===== config.mk =====
export PLATFORM = sky130hd
export DESIGN_NAME = quad_dac_command_decoder
export DESIGN_NICKNAME = d
export VERILOG_FILES = /design/src/rtl/qdac_pkg.sv /design/src/rtl/quad_dac_command_decoder.sv
export VERILOG_INCLUDE_DIRS = /design/src /design/src/rtl
export SDC_FILE = /design/constraint.sdc
export NUM_CORES = 1
export LEC_CHECK = 0
export ABC_AREA = 1
export BUFFER_PORTS_ARGS = -buffer_cell sky130_fd_sc_hd__buf_2
export CELL_PAD_IN_SITES_DETAIL_PLACEMENT = 1
export CELL_PAD_IN_SITES_GLOBAL_PLACEMENT = 1
export CORE_ASPECT_RATIO = 1.2
export CORE_MARGIN = 5
export CORE_UTILIZATION = 44
export DETAILED_ROUTE_END_ITERATION = 16
export GPL_TIMING_DRIVEN = 1
export PLACE_DENSITY = 0.89
export SETUP_SLACK_MARGIN = 0.05
export SLEW_MARGIN = 0
export SYNTH_ARGS = -nofsm -noshare
export SYNTH_HDL_FRONTEND = slang
export SYNTH_SLANG_ARGS = --single-unit

===== constraint.sdc =====
create_clock -name clock -period 5.6 [get_ports clock]
set_input_delay 1.68 -clock clock [delete_from_list [all_inputs] [get_ports clock]]
set_output_delay 1.68 -clock clock [all_outputs]
set_load 0.05 [all_outputs]

===== src/rtl/qdac_map.svh =====
// offsets, frame field positions, reset values and counts of the command decoder
// assumes a 24-bit frame shifted msb first and a 32-bit register port
`ifndef QDAC_MAP_SVH
`define QDAC_MAP_SVH

// register byte offsets
`define QD_REG_CTRL     8'h00
`define QD_REG_STATUS   8'h04
`define QD_REG_FRAMES   8'h08
`define QD_REG_CODE0    8'h10
`define QD_REG_CODE_LAST 8'h1c

// control and status field positions
`define QD_CTRL_EN      0
`define QD_ST_REF_ON    10
`define QD_EN_RST       1'b1

// frame field positions
`define QD_LD_HI        21
`define QD_LD_LO        20
`define QD_SEL_HI       18
`define QD_SEL_LO       17
`define QD_PD_FLAG      16
`define QD_MODE_HI      15
`define QD_MODE_LO      14
`define QD_REF_HI       13
`define QD_REF_LO       12
`define QD_DATA_HI      15

// frame constants and reset values
`define QD_FRAME_LAST   5'd23
`define QD_SEL_BCAST    2'h2
`define QD_CODE_RST     16'h0000

`endif


===== src/rtl/qdac_pkg.sv =====
// types shared by the quad converter command decoder
// assumes the constants of qdac_map.svh for positions and offsets
package qdac_pkg;

	// output stage mode, in frame mode-bit order 00..11
	typedef enum logic [1:0] {
		PD_NORMAL,
		PD_1K,
		PD_100K,
		PD_HIZ
	} pd_mode_e;

	// internal reference control
	typedef enum logic [1:0] {
		REF_AUTO,
		REF_ON,
		REF_OFF
	} ref_mode_e;

	// one channel: stage mode and held code
	typedef struct packed {
		pd_mode_e    pd;
		logic [15:0] code;
	} chan_s;

	// whole state of the decoder
	typedef struct packed {
		logic           sclk_s1;
		logic           sclk_s2;
		logic           sclk_s3;
		logic           syn_s1;
		logic           syn_s2;
		logic           din_s1;
		logic           din_s2;
		logic [4:0]     cnt;
		logic [23:0]    shreg;
		logic           done;
		logic           enable;
		chan_s [3:0]    bufs;
		chan_s [3:0]    act;
		ref_mode_e      ref_mode;
		logic           ref_on;
		logic           frame_pulse;
		logic [7:0]     frames;
		logic [31:0]    rd_data;
	} state_s;

endpackage


===== src/rtl/quad_dac_command_decoder.sv =====
// serial command decoder of a quad 16-bit voltage-output converter
// assumes frame pins from an outside host, sampled by the 100 MHz clock
//
// Decided for this implementation: the address-and-strobe port and the address map.
`timescale 1ns/1ps
`include "qdac_map.svh"

module quad_dac_command_decoder (
	input  wire logic                       clock,      // 100 MHz system clock
	input  wire logic                       resetn,     // synchronous reset, low
	input  wire logic                       ser_clk,    // serial clock pin
	input  wire logic                       frame_n,    // frame sync pin, low
	input  wire logic                       ser_data,   // serial data pin
	input  wire logic [7:0]                 addr,       // register byte address
	input  wire logic [31:0]                wr_data,    // register write data
	input  wire logic                       wr_en,      // write strobe
	input  wire logic                       rd_en,      // read strobe
	output qdac_pkg::chan_s [3:0]           chan_out,   // active channel settings
	output qdac_pkg::ref_mode_e             ref_mode,   // reference control mode
	output logic                            ref_on,     // reference powered
	output logic                            frame_done, // frame taken pulse
	output logic [31:0]                     rd_data     // read data, next cycle
);

	qdac_pkg::state_s q;
	qdac_pkg::state_s n;
	logic [23:0] fw;
	logic        fall;
	logic        fire;
	logic [1:0]  ld;
	logic [1:0]  sel;
	logic        pdf;
	logic [1:0]  mode;
	logic [1:0]  refb;
	logic        ref_frame;
	logic        bcast;
	logic        valid;
	logic        all_pd;

	// whole next state: pin sampling, frame shift, decode and register port
	always_comb begin
		n = q;
		n.frame_pulse = 1'b0;
		n.rd_data = '0;
		// pins pass two flops, the serial clock three; its second and third stages find the fall
		n.sclk_s1 = ser_clk;
		n.sclk_s2 = q.sclk_s1;
		n.sclk_s3 = q.sclk_s2;
		n.syn_s1 = frame_n;
		n.syn_s2 = q.syn_s1;
		n.din_s1 = ser_data;
		n.din_s2 = q.din_s1;
		fall = q.sclk_s3 & ~q.sclk_s2;
		fw = {q.shreg[22:0], q.din_s2};
		fire = 1'b0;
		// sync high aborts a short frame; extra bits after 24 are ignored
		if (q.syn_s2) begin
			n.cnt = '0;
			n.done = 1'b0;
		end else if (fall && !q.done && q.enable) begin
			n.shreg = fw;
			n.cnt = q.cnt + 5'd1;
			if (q.cnt == `QD_FRAME_LAST) begin
				fire = 1'b1;
				n.done = 1'b1;
			end
		end

		// frame fields
		ld = fw[`QD_LD_HI:`QD_LD_LO];
		sel = fw[`QD_SEL_HI:`QD_SEL_LO];
		pdf = fw[`QD_PD_FLAG];
		mode = fw[`QD_MODE_HI:`QD_MODE_LO];
		refb = fw[`QD_REF_HI:`QD_REF_LO];
		ref_frame = pdf && (ld == 2'h0) && (sel == 2'h0) && (mode == 2'h0);
		bcast = (ld == 2'h3) && (sel == `QD_SEL_BCAST);
		// flag with mode 00 outside the reference frame has no meaning: dropped
		valid = !ref_frame && !(pdf && mode == 2'h0) && !(ld == 2'h3 && !bcast);

		if (fire) begin
			n.frame_pulse = 1'b1;
			n.frames = q.frames + 8'h01;
		end

		// buffer writes first, so a load sees the frame's own content
		for (int i = 0; i < 4; i++) begin
			if (fire && valid && (bcast || sel == 2'(i))) begin
				if (pdf) begin
					n.bufs[i].pd = qdac_pkg::pd_mode_e'(mode);
				end else begin
					n.bufs[i].code = fw[`QD_DATA_HI:0];
					n.bufs[i].pd = qdac_pkg::PD_NORMAL;
				end
			end
		end

		// channel loads: one, all, or none
		for (int i = 0; i < 4; i++) begin
			if (fire && valid) begin
				if (ld == 2'h2 || bcast) begin
					n.act[i] = n.bufs[i];
				end else if (ld == 2'h1 && sel == 2'(i)) begin
					n.act[i] = n.bufs[i];
				end
			end
		end

		// reference control frame
		if (fire && ref_frame) begin
			case (refb)
				2'h0: n.ref_mode = qdac_pkg::REF_AUTO;
				2'h1: n.ref_mode = qdac_pkg::REF_ON;
				2'h2: n.ref_mode = qdac_pkg::REF_OFF;
				default: n.ref_mode = q.ref_mode;
			endcase
		end

		// reference power follows the new channel state in the same edge
		all_pd = 1'b1;
		for (int i = 0; i < 4; i++) begin
			all_pd = all_pd & (n.act[i].pd != qdac_pkg::PD_NORMAL);
		end
		n.ref_on = (n.ref_mode == qdac_pkg::REF_ON) ||
			((n.ref_mode == qdac_pkg::REF_AUTO) && !all_pd);

		// register port: writes land at once, reads answer one cycle later
		if (wr_en && addr == `QD_REG_CTRL) begin
			n.enable = wr_data[`QD_CTRL_EN];
		end
		if (rd_en) begin
			case (addr)
				`QD_REG_CTRL:   n.rd_data = {31'h0, q.enable};
				`QD_REG_STATUS: n.rd_data = {21'h0, q.ref_on, q.ref_mode,
					q.act[3].pd, q.act[2].pd, q.act[1].pd, q.act[0].pd};
				`QD_REG_FRAMES: n.rd_data = {24'h0, q.frames};
				8'h10:          n.rd_data = {16'h0, q.act[0].code};
				8'h14:          n.rd_data = {16'h0, q.act[1].code};
				8'h18:          n.rd_data = {16'h0, q.act[2].code};
				`QD_REG_CODE_LAST: n.rd_data = {16'h0, q.act[3].code};
				default:        n.rd_data = '0;
			endcase
		end
	end

	// state register; reset puts reference in automatic mode, codes at zero
	always_ff @(posedge clock) begin
		if (!resetn) begin
			q <= '0;
			q.syn_s1 <= 1'b1;
			q.syn_s2 <= 1'b1;
			q.enable <= `QD_EN_RST;
			q.ref_mode <= qdac_pkg::REF_AUTO;
			q.ref_on <= 1'b1;
		end else begin
			q <= n;
		end
	end

	// outputs straight from the state flops
	assign chan_out = q.act;
	assign ref_mode = q.ref_mode;
	assign ref_on = q.ref_on;
	assign frame_done = q.frame_pulse;
	assign rd_data = q.rd_data;
endmodule


==> metrics <==
max_slew headroom=24.18%; Final HPWL DP=20,420 um; post-cts resize count=0; commonest cells in the netlist=inv_1 (272), dfxtp_1 (207), nand2_1 (127); leakage power figure=4.419 nW; WL final=28,770 um; VDD IR-drop max=247.3 uV; HP Class=flip-flop to flip-flop; Seq/Total Area, Yosys=43.67%; slowest stage cell, crit path=nor2_1; clk_lat worst skew=520 ps; Placer Congestion=0.9601; CTS tree=yes; Ports=155; GR Util met2=40.77%; Worst setup SP type=input pin; GRT busiest layer=met2; max cap viols=0; vias in the first global route=8,346; final cycle utilization of the critical path=62.24%; clk buf depth=3; EDFF count, synth=0; min cycle time layout=3485 ps; total power=2.967 mW; cell area after synthesis=9490 um^2; ys flop type=dfxtp_1; Setup crit end kind=flip-flop; Syn. warnings=0; CP arrival=3910 ps; biggest cell delay along the critical path=830 ps; Worst Path Max Fanout=12; Fmax=286.9 MHz; Finished Cell Area=10,070 um^2; H-tree depth=1; vias=8,155; Syn Inst Count=1,269; Die Wd=144.1 um; number of diodes=0; Total Routing Usage GR=22.87%; Synth area leaders=dfxtp_1 (44%), inv_1 (11%), buf_4 (8.5%); Layout Utilization=47.70%; Fin Setup TNS=0 ps; Final Hold Fails=0; CTS Buf Count=22; post-synthesis to final-layout area growth=6.131%; Worst-Margin Slew=1133 ps; die area=24,620 um^2; filler cell count in the final layout=2,693; Yosys reg bits=207; antenna-violating nets left=0; fraction of registers with async set/reset=0%; initial antenna violation count=0; final setup violation count=0; status=completed; clock sink count=207; M3 GR Usage=3.131%; DRC viols=0; Routed wire per std cell=18.64 um; Core ar.=21,120 um^2; Die H=170.9 um; first-pass GRT wire length=44,500 um; drt pass-1 iters=5; Worst Clk Skew=31.77 ps; hold_buf cts=0; CP cell instances=buf_2, or2_1, nor3b_2, nand2_1, nor2_1, a22oi_1, a21oi_1; Avg Cell Area, Syn=7.479 um^2; clk slew on worst S/H paths=60 ps; Nets=1,308; initial DRC count=423; post-synth top area cell=dfxtp_1; Critical Path RT=6020 ps; Synth cell types=41; Power Dens Cells=294.6 nW/um^2; Cell Rows=58; GR Overflow Total=0; top cell type's share of synthesized area=43.67%; CTS root buffer=clkbuf_16; met1 usage=27.29%; Final Slew Violations=0; vias per cell=5.285; Setup Fix Bufs, Post-CTS=0; RSZ-0062 raised after global routing=no; Buffers on Ports=107; most frequent cell after synthesis=inv_1; largest net degree at the start of global routing=57; share of layout cells above drive strength 1=14.38%; WS Path Type=input pin to flip-flop; dpl cell area=9375 um^2; Initial Utilization=44.94%; register-to-register setup slack=2610 ps
## critical path: cells and delay by family
| kind | cells | cell delay [ps] |
|---|---|---|
| buffers and inverters | 1 | 90 |
| AO/OA/AOI/OAI | 2 | 520 |
| AND/OR/NAND/NOR | 4 | 1600 |
## logic make-up (layout without fill, tap and decap cells)
family          Yosys count  in the layout  synth area share, %
fa+ha+maj                 2              2               0.2636
other cells               1             16              0.03951
simple gates            320            320                15.79
buf+inv                 443            432                22.57
compound gates          295            295                17.57
flops                   207            207                43.67
xor+xnor                  1              1              0.09230
## metal layers
metal | vias up | part of all wire, %
met2 | 229 | 50
met5 | - | 0
met4 | 0 | 4.6
met1 | 3981 | 40
li1 | 3867 | -
met3 | 78 | 5.2
## where the power goes
group | switching [mW] | internal (mW)
sequential | 0.00175 | 1.47
clock | 0.593 | 0.825
combinational | 0.0619 | 0.0104
total | 0.657 | 2.31
## cell type report
class / instances / area [um^2] / share of cell area (%)
Sequential cell: 207 / 4144 / 41.14
Multi-Input combinational cell: 634 / 3261 / 32.37
Timing Repair Buffer: 111 / 565.5 / 5.615
Inverter: 283 / 1067 / 10.60
Clock buffer: 32 / 628.1 / 6.236
Clock inverter: 6 / 68.82 / 0.6832
Tap cell: 270 / 337.8 / 3.354
## metrics by stage
stage / cells / hold slack (ps) / setup WS [ps]
floorplan: 1284 / 390.5 / 2631
global placement: 1505 / 398.1 / 1768
detailed placement: 1505 / 407.3 / 1657
CTS: 1543 / 421.1 / 2137
global route: 1543 / 425.0 / 1968
finish: 1543 / 417.1 / 2115
## placed cells by master, fill, tap and decap left out, types with 22 or more instances in the layout
| cell | synthesis | final |
|---|---|---|
| a21oi_1 | 98 | 98 |
| buf_2 | 21 | 107 |
| clkbuf_16 | 0 | 22 |
| dfxtp_1 | 207 | 207 |
| inv_1 | 272 | 272 |
| nand2_1 | 127 | 127 |
| nand3_1 | 30 | 30 |
| nor2_1 | 109 | 109 |
| o211ai_1 | 26 | 26 |
| o21ai_0 | 69 | 69 |
| o22ai_1 | 73 | 73 |
## registers in the layout (all words and copies together) (netlist names)
register	flops
fw	22
n	4
rd_data	16
frame_done	1
ref_on	1
ref_mode	2
q	89
chan_out	72
## worst paths after layout
path,end,start,cells past startpoint
worst max-delay path,rd_data[2],addr[7],7
worst min-delay path,fw[0],n[219],2
worst max register to register,chan_out[40],q[221],10
worst min register to register,fw[0],n[219],2
(Power assumes the default switching activity.)
